`src/rtl/sld_pkg.sv`:
```
package sld_pkg;

    // ****************************************************************
    // Clock rates and derived counts
    // ****************************************************************
    localparam int SYS_CLK_HZ = 25_000_000;
    localparam int REF_CLK_HZ = 32_768;
    // Bus clock prescale so the bus source runs near the reference rate
    localparam int BUS_PREDIV_CYC_I = SYS_CLK_HZ / REF_CLK_HZ;
    localparam logic [9:0] BUS_PREDIV_CYC = BUS_PREDIV_CYC_I[9:0];
    // LCD clock to base clock divider is 2^(BASE_SHIFT + prescale)
    localparam logic [3:0] BASE_SHIFT = 4'h4;
    // Blink divider is 2^(BLINK_SHIFT + rate); half-period is one less
    localparam logic [3:0] BLINK_SHIFT = 4'h5;

    // ****************************************************************
    // Register byte offsets
    // ****************************************************************
    localparam logic [7:0] OFS_CLOCK = 8'h00;
    localparam logic [7:0] OFS_POWER = 8'h04;
    localparam logic [7:0] OFS_LOWPWR = 8'h08;
    localparam logic [7:0] OFS_CONTROL = 8'h0C;
    localparam logic [7:0] OFS_BLINK = 8'h10;
    localparam logic [7:0] OFS_FPEN0 = 8'h14;
    localparam logic [7:0] OFS_STATUS = 8'h2C;
    localparam logic [7:0] OFS_SEGMEM = 8'h40;
    localparam int FPEN_BANKS = 6;
    localparam int NUM_FP = 41;
    localparam int NUM_BP = 4;

    // ****************************************************************
    // Field positions
    // ****************************************************************
    localparam int CLK_SRC_BIT = 0;
    localparam int CLK_PRE_LSB = 4;
    localparam int PWR_PUMP_EN_BIT = 7;
    localparam int PWR_TRIPLER_BIT = 6;
    localparam int PWR_HDRV_BIT = 5;
    localparam int PWR_BYPASS_BIT = 2;
    localparam int LP_WAIT_BIT = 1;
    localparam int LP_STOP_BIT = 0;
    localparam int CTL_ENABLE_BIT = 7;
    localparam int BLK_ALL_BIT = 7;
    localparam int BLK_EN_BIT = 3;

    // ****************************************************************
    // Reset values and encodings
    // ****************************************************************
    localparam logic [7:0] RST_CLOCK = 8'h00;
    localparam logic [7:0] RST_POWER = 8'h00;
    localparam logic [7:0] RST_LOWPWR = 8'h00;
    localparam logic [7:0] RST_CONTROL = 8'h00;
    localparam logic [7:0] RST_BLINK = 8'h00;
    localparam logic [1:0] SUPPLY_EXTERNAL = 2'h2;
    localparam logic [1:0] DUTY_THIRD = 2'h2;
    localparam logic [1:0] DUTY_QUARTER = 2'h3;

endpackage

```
`src/rtl/sld_lcd_driver.sv`:
```
// Decided for this implementation: register access over Wishbone and the register addresses.
`timescale 1ns/1ps
// Summary of operation
// - The LCD clock comes from the external reference when the source bit is 0, the bus clock when 1.
// - Setting the pump enable bit turns on the charge pump.
// - The multiplier select bit picks doubler at 0 and tripler at 1.
// - The bias buffer bypass bit gives buffered drive at 0 and unbuffered drive at 1.
// - Supply select 10 sets the power switches for external supply through the LCD supply pin.
// - With the wait keep-on bit at 0 the drive turns off during wait mode.
// - With the deep-stop keep-on bit at 0 the drive turns off during deep stop mode.
// - Duty value 10 gives 1/3 duty with three backplanes and up to 41 frontplanes.
// - The blink-all bit chooses per-segment blinking at 0 and blinking of every segment at 1.
// - Six 8-bit enable banks hold one bit per frontplane and only enabled frontplanes drive.
// - Blink frequency is the base clock over 2^(5 + rate), from 32 to 4096.
// - The shared pin is a fourth backplane or an extra frontplane according to duty.
module sld_lcd_driver
    import sld_pkg::*;
(
    input wire logic i_sys_clk,
    input wire logic i_nrst,
    input wire logic i_wb_cyc,
    input wire logic i_wb_stb,
    input wire logic i_wb_we,
    input wire logic [7:0] i_wb_adr,
    input wire logic [3:0] i_wb_sel,
    input wire logic [31:0] i_wb_dat,
    output logic [31:0] o_wb_dat,
    output logic o_wb_ack,
    input wire logic i_ext_ref_clk,
    input wire logic i_wait_mode,
    input wire logic i_deep_stop_mode,
    output logic [2:0] o_backplane,
    output logic [39:0] o_frontplane,
    output logic o_shared_plane_pin,
    output logic o_shared_is_backplane,
    output logic o_plane_drive_en,
    output logic o_pump_enable,
    output logic o_pump_tripler,
    output logic o_bias_unbuffered,
    output logic o_high_drive_buffer,
    output logic [1:0] o_supply_switch,
    output logic o_external_supply
);

    // ****************************************************************
    // Registers
    // ****************************************************************
    logic [7:0] clock_reg_ff;
    logic [7:0] power_reg_ff;
    logic [7:0] lowpwr_reg_ff;
    logic [7:0] control_reg_ff;
    logic [7:0] blink_reg_ff;
    logic [7:0] fpen_ff [FPEN_BANKS];
    logic [7:0] segment_memory [NUM_FP];
    logic wb_req;
    logic wb_wr;
    logic [7:0] wr_byte;
    logic [7:0] nxt_rd_byte;
    logic [40:0] fp_enable_vec;

    // Single-cycle request detect; ack drops the cycle after it is given
    assign wb_req = i_wb_cyc && i_wb_stb && !o_wb_ack;
    assign wb_wr = wb_req && i_wb_we && i_wb_sel[0];
    assign wr_byte = i_wb_dat[7:0];

    // Acknowledge every request, mapped or not, one cycle after it arrives
    always_ff @(posedge i_sys_clk or negedge i_nrst) begin
        if (!i_nrst) begin
            o_wb_ack <= 1'b0;
        end else begin
            o_wb_ack <= wb_req;
        end
    end

    // Configuration registers
    always_ff @(posedge i_sys_clk or negedge i_nrst) begin
        if (!i_nrst) begin
            clock_reg_ff <= RST_CLOCK;
            power_reg_ff <= RST_POWER;
            lowpwr_reg_ff <= RST_LOWPWR;
            control_reg_ff <= RST_CONTROL;
            blink_reg_ff <= RST_BLINK;
        end else if (wb_wr) begin
            unique case (i_wb_adr)
                OFS_CLOCK: clock_reg_ff <= wr_byte & 8'h71;
                OFS_POWER: power_reg_ff <= wr_byte;
                OFS_LOWPWR: lowpwr_reg_ff <= wr_byte & 8'h03;
                OFS_CONTROL: control_reg_ff <= wr_byte & 8'h83;
                OFS_BLINK: blink_reg_ff <= wr_byte & 8'h8F;
                default: ;
            endcase
        end
    end

    // Frontplane enable banks; unused bits of the last bank stay zero
    always_ff @(posedge i_sys_clk or negedge i_nrst) begin
        if (!i_nrst) begin
            for (int b = 0; b < FPEN_BANKS; b++) begin
                fpen_ff[b] <= 8'h00;
            end
        end else begin
            for (int b = 0; b < FPEN_BANKS; b++) begin
                if (wb_wr && i_wb_adr == OFS_FPEN0 + 8'(4 * b)) begin
                    fpen_ff[b] <= (b == FPEN_BANKS - 1) ? (wr_byte & 8'h01) : wr_byte;
                end
            end
        end
    end

    // Segment memory: low nibble segment on per backplane, high nibble blink select
    always_ff @(posedge i_sys_clk or negedge i_nrst) begin
        if (!i_nrst) begin
            for (int n = 0; n < NUM_FP; n++) begin
                segment_memory[n] <= 8'h00;
            end
        end else begin
            for (int n = 0; n < NUM_FP; n++) begin
                if (wb_wr && i_wb_adr == OFS_SEGMEM + 8'(4 * n)) begin
                    segment_memory[n] <= wr_byte;
                end
            end
        end
    end

    // Flattened enable vector, one bit per frontplane
    always_comb begin
        fp_enable_vec = {fpen_ff[5][0], fpen_ff[4], fpen_ff[3], fpen_ff[2],
                         fpen_ff[1], fpen_ff[0]};
    end

    // ****************************************************************
    // Clock source and base clock
    // ****************************************************************
    logic ref_s1_ff;
    logic ref_s2_ff;
    logic ref_s3_ff;
    logic ref_level_ff;
    logic ref_rise;
    logic [9:0] bus_pre_ff;
    logic bus_tick;
    logic lcd_tick;
    logic [10:0] base_cnt_ff;
    logic [10:0] base_mask;
    logic base_tick;
    logic [2:0] prescale;

    // Reference pin passes three flip-flops; a change counts once two agree
    always_ff @(posedge i_sys_clk or negedge i_nrst) begin
        if (!i_nrst) begin
            ref_s1_ff <= 1'b0;
            ref_s2_ff <= 1'b0;
            ref_s3_ff <= 1'b0;
            ref_level_ff <= 1'b0;
        end else begin
            ref_s1_ff <= i_ext_ref_clk;
            ref_s2_ff <= ref_s1_ff;
            ref_s3_ff <= ref_s2_ff;
            if (ref_s2_ff == ref_s3_ff) begin
                ref_level_ff <= ref_s3_ff;
            end
        end
    end
    assign ref_rise = (ref_s2_ff == ref_s3_ff) && ref_s3_ff && !ref_level_ff;

    // Bus clock prescaler toward the reference rate
    always_ff @(posedge i_sys_clk or negedge i_nrst) begin
        if (!i_nrst) begin
            bus_pre_ff <= 10'h000;
        end else if (bus_tick) begin
            bus_pre_ff <= 10'h000;
        end else begin
            bus_pre_ff <= bus_pre_ff + 10'h001;
        end
    end
    assign bus_tick = (bus_pre_ff == BUS_PREDIV_CYC - 10'h001);

    // Source select picks reference edges or bus prescale ticks
    assign lcd_tick = clock_reg_ff[CLK_SRC_BIT] ? bus_tick : ref_rise;

    // Base clock is the LCD clock over 2^(4 + prescale)
    assign prescale = clock_reg_ff[CLK_PRE_LSB +: 3];
    assign base_mask = 11'((12'h001 << (BASE_SHIFT + 4'(prescale))) - 12'h001);
    assign base_tick = lcd_tick && ((base_cnt_ff & base_mask) == base_mask);

    always_ff @(posedge i_sys_clk or negedge i_nrst) begin
        if (!i_nrst) begin
            base_cnt_ff <= 11'h000;
        end else if (lcd_tick) begin
            base_cnt_ff <= base_cnt_ff + 11'h001;
        end
    end

    // ****************************************************************
    // Frame phase sequencing and blinking
    // ****************************************************************
    logic [1:0] duty;
    logic [1:0] phase_ff;
    logic [11:0] blink_cnt_ff;
    logic [11:0] blink_half;
    logic blank_ff;
    logic blink_wrap;

    assign duty = control_reg_ff[1:0];

    // One phase per base tick; duty + 1 phases make one frame
    always_ff @(posedge i_sys_clk or negedge i_nrst) begin
        if (!i_nrst) begin
            phase_ff <= 2'h0;
        end else if (phase_ff > duty) begin
            phase_ff <= 2'h0;
        end else if (base_tick) begin
            phase_ff <= (phase_ff == duty) ? 2'h0 : phase_ff + 2'h1;
        end
    end

    // Half-period of the blink divider 2^(5 + rate) is 2^(4 + rate) base ticks
    assign blink_half = 12'((13'h0001 << (BLINK_SHIFT - 4'h1 + 4'(blink_reg_ff[2:0])))
                            - 13'h0001);
    assign blink_wrap = base_tick && ((blink_cnt_ff & blink_half) == blink_half);

    always_ff @(posedge i_sys_clk or negedge i_nrst) begin
        if (!i_nrst) begin
            blink_cnt_ff <= 12'h000;
        end else if (!blink_reg_ff[BLK_EN_BIT]) begin
            blink_cnt_ff <= 12'h000;
        end else if (base_tick) begin
            blink_cnt_ff <= blink_cnt_ff + 12'h001;
        end
    end

    // Blank state flips every half-period while blinking is on
    always_ff @(posedge i_sys_clk or negedge i_nrst) begin
        if (!i_nrst) begin
            blank_ff <= 1'b0;
        end else if (!blink_reg_ff[BLK_EN_BIT]) begin
            blank_ff <= 1'b0;
        end else if (blink_wrap) begin
            blank_ff <= !blank_ff;
        end
    end

    // ****************************************************************
    // Plane waveforms
    // ****************************************************************
    logic drive_on;
    logic [3:0] nxt_bp;
    logic [40:0] nxt_fp;
    logic shared_is_bp;

    // Low power modes gate the drive unless their keep-on bit is set
    assign drive_on = control_reg_ff[CTL_ENABLE_BIT]
                      && !(i_wait_mode && !lowpwr_reg_ff[LP_WAIT_BIT])
                      && !(i_deep_stop_mode && !lowpwr_reg_ff[LP_STOP_BIT]);

    assign shared_is_bp = (duty == DUTY_QUARTER);

    // Active backplane is one-hot on the current phase
    always_comb begin
        nxt_bp = drive_on ? (4'h1 << phase_ff) : 4'h0;
    end

    // Frontplane drives its segment bit for the current phase
    always_comb begin
        nxt_fp = '0;
        for (int n = 0; n < NUM_FP; n++) begin
            if (drive_on && fp_enable_vec[n]) begin
                if (blank_ff && (blink_reg_ff[BLK_ALL_BIT]
                                 || segment_memory[n][4 + phase_ff])) begin
                    nxt_fp[n] = 1'b0;
                end else begin
                    nxt_fp[n] = segment_memory[n][phase_ff];
                end
            end
        end
    end

    // Registered plane outputs
    always_ff @(posedge i_sys_clk or negedge i_nrst) begin
        if (!i_nrst) begin
            o_backplane <= 3'h0;
            o_frontplane <= 40'h00_0000_0000;
            o_shared_plane_pin <= 1'b0;
            o_shared_is_backplane <= 1'b0;
            o_plane_drive_en <= 1'b0;
        end else begin
            o_backplane <= nxt_bp[2:0];
            o_frontplane <= nxt_fp[39:0];
            o_shared_plane_pin <= shared_is_bp ? nxt_bp[3] : nxt_fp[40];
            o_shared_is_backplane <= shared_is_bp;
            o_plane_drive_en <= drive_on;
        end
    end

    // ****************************************************************
    // Charge pump and supply switches
    // ****************************************************************
    always_ff @(posedge i_sys_clk or negedge i_nrst) begin
        if (!i_nrst) begin
            o_pump_enable <= 1'b0;
            o_pump_tripler <= 1'b0;
            o_bias_unbuffered <= 1'b0;
            o_high_drive_buffer <= 1'b0;
            o_supply_switch <= 2'h0;
            o_external_supply <= 1'b0;
        end else begin
            o_pump_enable <= power_reg_ff[PWR_PUMP_EN_BIT];
            o_pump_tripler <= power_reg_ff[PWR_TRIPLER_BIT];
            o_bias_unbuffered <= power_reg_ff[PWR_BYPASS_BIT];
            o_high_drive_buffer <= power_reg_ff[PWR_HDRV_BIT];
            o_supply_switch <= power_reg_ff[1:0];
            o_external_supply <= (power_reg_ff[1:0] == SUPPLY_EXTERNAL);
        end
    end

    // ****************************************************************
    // Read back
    // ****************************************************************
    always_comb begin
        nxt_rd_byte = 8'h00;
        unique case (i_wb_adr)
            OFS_CLOCK: nxt_rd_byte = clock_reg_ff;
            OFS_POWER: nxt_rd_byte = power_reg_ff;
            OFS_LOWPWR: nxt_rd_byte = lowpwr_reg_ff;
            OFS_CONTROL: nxt_rd_byte = control_reg_ff;
            OFS_BLINK: nxt_rd_byte = blink_reg_ff;
            OFS_STATUS: nxt_rd_byte = {4'h0, drive_on, blank_ff, phase_ff};
            default: begin
                for (int b = 0; b < FPEN_BANKS; b++) begin
                    if (i_wb_adr == OFS_FPEN0 + 8'(4 * b)) begin
                        nxt_rd_byte = fpen_ff[b];
                    end
                end
                for (int n = 0; n < NUM_FP; n++) begin
                    if (i_wb_adr == OFS_SEGMEM + 8'(4 * n)) begin
                        nxt_rd_byte = segment_memory[n];
                    end
                end
            end
        endcase
    end

    // Read data registered alongside ack
    always_ff @(posedge i_sys_clk or negedge i_nrst) begin
        if (!i_nrst) begin
            o_wb_dat <= 32'h0000_0000;
        end else if (wb_req && !i_wb_we) begin
            o_wb_dat <= {24'h00_0000, nxt_rd_byte};
        end
    end

endmodule

```
`config.mk`:
```
export PLATFORM = sky130hd
export DESIGN_NAME = sld_lcd_driver
export DESIGN_NICKNAME = d
export VERILOG_FILES = /design/src/rtl/sld_pkg.sv /design/src/rtl/sld_lcd_driver.sv
export SDC_FILE = /design/constraint.sdc
export NUM_CORES = 1
export LEC_CHECK = 0
export ABC_CLOCK_PERIOD_IN_PS = 2600
export BUFFER_PORTS_ARGS = -buffer_cell sky130_fd_sc_hd__buf_2
export CORE_MARGIN = 8
export CORE_UTILIZATION = 55
export CTS_CLUSTER_SIZE = 40
export DETAILED_ROUTE_END_ITERATION = 16
export PLACE_DENSITY = 0.73
export SYNTH_ARGS = -nofsm -noshare
export SYNTH_HDL_FRONTEND = slang
export SYNTH_SLANG_ARGS = --single-unit
```
`constraint.sdc`:
```
create_clock -name i_sys_clk -period 2.6 [get_ports i_sys_clk]
set_input_delay 0 -clock i_sys_clk [delete_from_list [all_inputs] [get_ports i_sys_clk]]
set_output_delay 0 -clock i_sys_clk [all_outputs]
set_load 0.02 [all_outputs]
```
== Word-level counts from Yosys, hierarchy flattened ==
Index checks and enable logic that the tools add are counted.

* Input bits: 52
* Bits in registers: 493
* Output and inout port bits: 86

* Shift-type cells: 3
* Bitwise logic cells: 2
* Reductions and logical operators: 198
* Mux-type cells: 305
* Order comparisons: 3
* $add $sub $neg: 9
* Equal/unequal tests: 61

{| class="wikitable"
|+ Operators with widths
! kind !! count
|-
| $mux W8 || 47
|-
| $eq A8 B8 Y1 const B || 25
|-
| $mux W1 || 168
|-
| $logic_and A1 B1 Y1 || 142
|-
| $eq A8 B7 Y1 const B || 16
|-
| $bmux W1 S3 || 41
|-
| $bmux W1 S2 || 41
|-
| $pmux W8 S6 || 1
|-
| $logic_or A1 B1 Y1 || 41
|-
| $eq A8 B5 Y1 const B || 4
|-
| $eq A8 B6 Y1 const B || 4
|-
| $mux W12 || 2
|-
| $eq A8 B4 Y1 const B || 2
|-
| $add A12 B1 Y12 const B || 1
|-
| $and A12 B12 Y12 || 1
|-
| $eq A12 B12 Y1 || 1
|-
| $shl A1 B4 Y12 const A || 1
|-
| $sub A12 B1 Y12 const B || 1
|-
| $add A11 B1 Y11 const B || 1
|-
| $and A11 B11 Y11 || 1
|-
| $eq A11 B11 Y1 || 1
|-
| $shl A1 B4 Y11 const A || 1
|-
| $sub A11 B1 Y11 const B || 1
|-
| $add A10 B1 Y10 const B || 1
|-
| other kinds (20) || 36
|}

== Logic depth before layout (Yosys ltp) ==
* Word-level depth: 49
* Mapped depth: 11
* Gate-level depth less buffers: 9

== Least setup slack after synthesis ==
No wires, ideal clock.

* Path kind: flip-flop to flip-flop
* Start: register bus_pre_ff[1]
* End: register blank_ff
* Stages on the path, launching flop included: 10
* Arrival: 2.072 ns
* Slack: 0.409 ns
* Period minus slack after synthesis: 2.191 ns
* Cell sequence: dfrtp_1 -> inv_1 -> ha_1 -> nand4bb_1 -> o41ai_4 -> nand4_4 -> nor4_4 -> nand4b_1 -> xnor2_1 -> and2_1

* Longest elaborated chain between the ends: 5

{| class="wikitable"
|+ RTL lines
! what !! line !! text
|-
| start: declaration || sld_lcd_driver.sv:139 || <nowiki>logic [9:0] bus_pre_ff;</nowiki>
|-
| start signal: assignment || sld_lcd_driver.sv:172 || <nowiki>bus_pre_ff <= bus_pre_ff + 10'h001;</nowiki>
|-
| $eq A10 B10 Y1 || sld_lcd_driver.sv:175 || <nowiki>assign bus_tick = (bus_pre_ff == BUS_PREDIV_CYC - 10'h001);</nowiki>
|-
| $mux W1 || sld_lcd_driver.sv:178 || <nowiki>assign lcd_tick = clock_reg_ff[CLK_SRC_BIT] ? bus_tick : ref_rise;</nowiki>
|-
| $logic_and A1 B1 Y1 || sld_lcd_driver.sv:183 || <nowiki>assign base_tick = lcd_tick && ((base_cnt_ff & base_mask) == base_mask);</nowiki>
|-
| $logic_and A1 B1 Y1 || sld_lcd_driver.sv:219 || <nowiki>assign blink_wrap = base_tick && ((blink_cnt_ff & blink_half) == blink_half);</nowiki>
|-
| $ne A2 B1 Y1 (no source line) || - ||
|-
| end signal: assignment || sld_lcd_driver.sv:238 || <nowiki>blank_ff <= !blank_ff;</nowiki>
|-
| end: declaration || sld_lcd_driver.sv:200 || <nowiki>logic blank_ff;</nowiki>
|}

Every way passes these cells.
A chain may end at the register's enable or synchronous reset.

== Worst setup path in the final report ==
* Start: input i_wb_stb
* End: register segment_memory[269] in the netlist's numbering

* Longest elaborated chain between the ends: 5

{| class="wikitable"
|+ RTL lines
! what !! line !! text
|-
| start: declaration || sld_lcd_driver.sv:22 || <nowiki>input wire logic i_wb_stb,</nowiki>
|-
| $logic_and A1 B1 Y1 (2 in a row) || sld_lcd_driver.sv:62 || <nowiki>assign wb_req = i_wb_cyc && i_wb_stb && !o_wb_ack;</nowiki>
|-
| named net wb_req || sld_lcd_driver.sv:55 || <nowiki>logic wb_req;</nowiki>
|-
| $logic_and A1 B1 Y1 (2 in a row) || sld_lcd_driver.sv:63 || <nowiki>assign wb_wr = wb_req && i_wb_we && i_wb_sel[0];</nowiki>
|-
| $logic_and A1 B1 Y1 || sld_lcd_driver.sv:118 || <nowiki>if (wb_wr && i_wb_adr == OFS_SEGMEM + 8'(4 * n)) begin</nowiki>
|-
| end signal: indexed assignment || sld_lcd_driver.sv:119 || <nowiki>segment_memory[n] <= wr_byte;</nowiki>
|-
| end: declaration || sld_lcd_driver.sv:54 || <nowiki>logic [7:0] segment_memory [NUM_FP];</nowiki>
|}

The timed path passes the listed nets, and every way through them passes these cells.

==> out/metrics.cfg <==
[worst_setup_path]
cp_max_fo = 42
worst_path_max_delay_cell = nor2_1
r2r_slack_ps = 190
cp_top_family = buffers and inverters
crit_buf_inv = 4
reg2reg_depth = 7
path_cells = dlygate4sd3_1, buf_2, nand2_1, dlygate4sd3_1, nor2_1, nand3_2, buf_12, nor2_1, mux2_2
reg2reg_to = o_wb_dat[6]$_DFFE_PN0P_
critPathMaxStageDelay_ps = 620
required_ps = 3080
rr_startpoint = segment_memory[22]$_DFFE_PN0P_
worst_setup_path_end_kind = flop
crit_arrival_ps = 2950
critPathKind = input pin to flop
cp-start-kind = input pin

[route]
vias = 21755
drt-total-wl_um = 94300
vias_per_cell = 7.09
wl_per_cell_um = 30.7
drc = 0
dr.pass1.iters = 6
drtIter0Drc = 2763
drt.antenna.violating_nets = 0

[pwr]
leakage_nw = 14.0
ir_worst_vdd_uv = 545
power_density_nw_per_um2 = 548

[finish]
nFillCells = 3690
area_delta_synth_final_pct = 16.5
fin_nets = 2475
final_area_um2 = 30700
final_util_pct = 64.5
layout.cells.non_filler = 3070
post_route_cells_drive_above_1_share_pct = 39.5

[sta]
fmax_mhz = 406
rsz0062_at_grt = no
worstMarginPinSlew_ps = 1020
hold_viol = 4
fin_ws_ps = 136
maxSlewHeadroom_pct = 31.4
holdWs_ps = -14.5
fin_worst_skew_ps = 17.7
setup_viol = 0
period_needed_ps = 2460
period_share_pct = 94.8
slew_violations = 0

[yosys]
syn_inst = 2200
netlist_area_um2 = 26300
synthSimpleGateAreaFrac_pct = 11.7
synthXorXnorAreaFrac_pct = 0.832
synth_area_leaders = dfrtp_1 47%, mux2_2 17%, mux4_2 6.9%, o21ai_0 2.1%, nor2_1 1.7%
synthTopCellsByCount = 492 x dfrtp_1, 405 x mux2_2, 116 x nor2_1
ys_ff_latch = 492
synth-edff-count = 0
synth_ff_type = dfrtp_1
synth_top_family_by_area = multiplexers
yosysTopAreaCell = dfrtp_1
async_flop_share_pct = 100
synth_top_area_share_pct = 46.8
synth_compound_area_share_pct = 11.8
synth.area.mux_share_pct = 24.6
synthAdderAreaFrac_pct = 0.523
synth.most_common_cell = dfrtp_1
synth.distinct_cells = 97
syn_avg_cell_area_um2 = 12.0
yosysWarnings = 0
ys_seq_area_share_pct = 46.8

[global_routing]
grt_pass1_wl_um = 143000
antenna_found_initial = 6
grt_remaining_overflow = 0
grt_usage_pct = 33.5
grt_max_degree = 73
first_global_vias = 21819

[clock_network]
clockRootBuffer = clkbuf_16
cts.sinks = 492
htreeDepth = 2
numCtsBuffers = 53
cts_tree = built
clkTransAtPathRegs_ps = 60
clk_latency_ps = 610
cts.path.max_buffers = 3

[placement]
pre_cts_ws_ps = -132
portBuffers = 86
dpl.hpwl_um = 67000
dp_cells = 2965
routabilityCongestion = 1.01
placed_area_um2 = 28800

[status]
status = finished, violations left
violations = hold timing

[floorplan]
rows = 80
ios = 138
die_y_um = 235
initial_utilization_pct = 55.4
die_w_um = 235
core_region_area_um2 = 47500
die-area_um2 = 55100

[worst_hold_path]
hold_class = input pin to async pin

[run]
max-cap-violations = 0

## flip-flops by register name, indices dropped and copies added (netlist names), 2 cells and up
signal	flops
o_frontplane	40
o_supply_switch	2
phase_ff	2
power_reg_ff	8
fp_enable_vec	41
o_wb_dat	8
blink_reg_ff	5
o_backplane	3
control_reg_ff	3
lowpwr_reg_ff	2
clock_reg_ff	4
bus_pre_ff	10
blink_cnt_ff	11
segment_memory	328
base_cnt_ff	11
## where the power goes
group / total, mW / internal [mW] / leakage (nW) / switching [mW]
clock network: 7.74 / 4.51 / 0.847 / 3.24
logic: 1.23 / 0.386 / 6.31 / 0.843
registers: 7.83 / 7.73 / 6.80 / 0.0928
## metal layers
metal	vias up	global-route usage, %	wire, um
li1	8804	-	-
met1	11005	45.5	36600
met2	1592	51.0	41900
met3	348	8.11	10700
met4	6	14.7	5030
met5	-	0	41
## what timing repair did
action	4_1_cts	5_1_grt
hold buffers	5	0
endpoints found under the hold margin	374	0
gates resized for setup	0	2
endpoints found under the setup margin	0	9
buffers inserted	0	2
## worst max path at each step
| stage | from | end | cells after the start |
|---|---|---|---|
| 3_5_place_dp | i_wb_adr[1] | o_wb_dat[6]$_DFFE_PN0P_ | 12 |
| 3_3_place_gp | i_wb_adr[1] | o_wb_dat[6]$_DFFE_PN0P_ | 12 |
| 6_report | i_wb_stb | segment_memory[269]$_DFFE_PN0P_ | 9 |
| 4_1_cts | bus_pre_ff[1]$_DFF_PN0_ | phase_ff[1]$_DFFE_PN0P_ | 8 |
| 5_1_grt | bus_pre_ff[1]$_DFF_PN0_ | blank_ff$_DFFE_PN0P_ | 10 |
| 2_1_floorplan | bus_pre_ff[1]$_DFF_PN0_ | blank_ff$_DFFE_PN0P_ | 9 |
## per-stage QoR
step | power, mW | TNS (ps)
2_1_floorplan | 8.48 | 0
3_3_place_gp | 9.14 | -108
3_5_place_dp | 9.15 | -132
4_1_cts | 16.8 | 0
5_1_grt | 17.2 | 0
6_report | 16.8 | 0
## cell usage in the layout (no fill, tap or decap), types with 8 or more instances in the layout
cell type,netlist,routed
a21oi_1,55,55
dfrtp_1,492,490
and2_1,19,19
clkbuf_8,0,9
a2111oi_0,9,9
buf_12,0,25
buf_4,33,210
nor2b_1,14,13
a211oi_1,15,15
a222oi_1,9,9
nand3_1,45,44
and4_1,44,44
xnor2_1,19,19
o21ai_0,110,110
o22a_1,13,13
ha_1,11,11
o211ai_1,30,30
mux2_2,405,405
inv_1,13,13
mux2i_1,10,10
mux4_2,81,81
nor3_1,39,39
a31oi_1,11,11
nand4_1,21,21
nand2_1,111,111
o22ai_1,38,38
nor2_1,116,115
clkinvlp_4,0,10
o221ai_1,16,16
clkbuf_16,0,53
a221oi_1,11,11
a22oi_1,25,25
conb_1,1,24
a2bb2oi_1,8,8
o2111ai_1,14,14
nor2_2,28,29
buf_2,51,84
## logic make-up after synthesis
logic type               Yosys count
AND/OR/NAND/NOR                  528
other                              1
XOR/XNOR                          25
multiplexers                     496
AO/OA/AOI/OAI                    443
buffers and inverters            204
adder cells (fa/ha/maj)           11
flip-flops                       492
## layout make-up
type / instances / area (um2) / share of cell area, %
clock inverters: 27 / 304 / 0.991
diodes: 2 / 5.00 / 0.0163
inverters: 13 / 48.8 / 0.159
well taps: 615 / 769 / 2.51
repair buffers: 325 / 2560 / 8.36
clock buffers: 69 / 1480 / 4.81
flip-flops and latches: 492 / 12300 / 40.2
multi-input cells: 1527 / 13200 / 43.0
No activity file was read; power rests on OpenSTA's default activity.
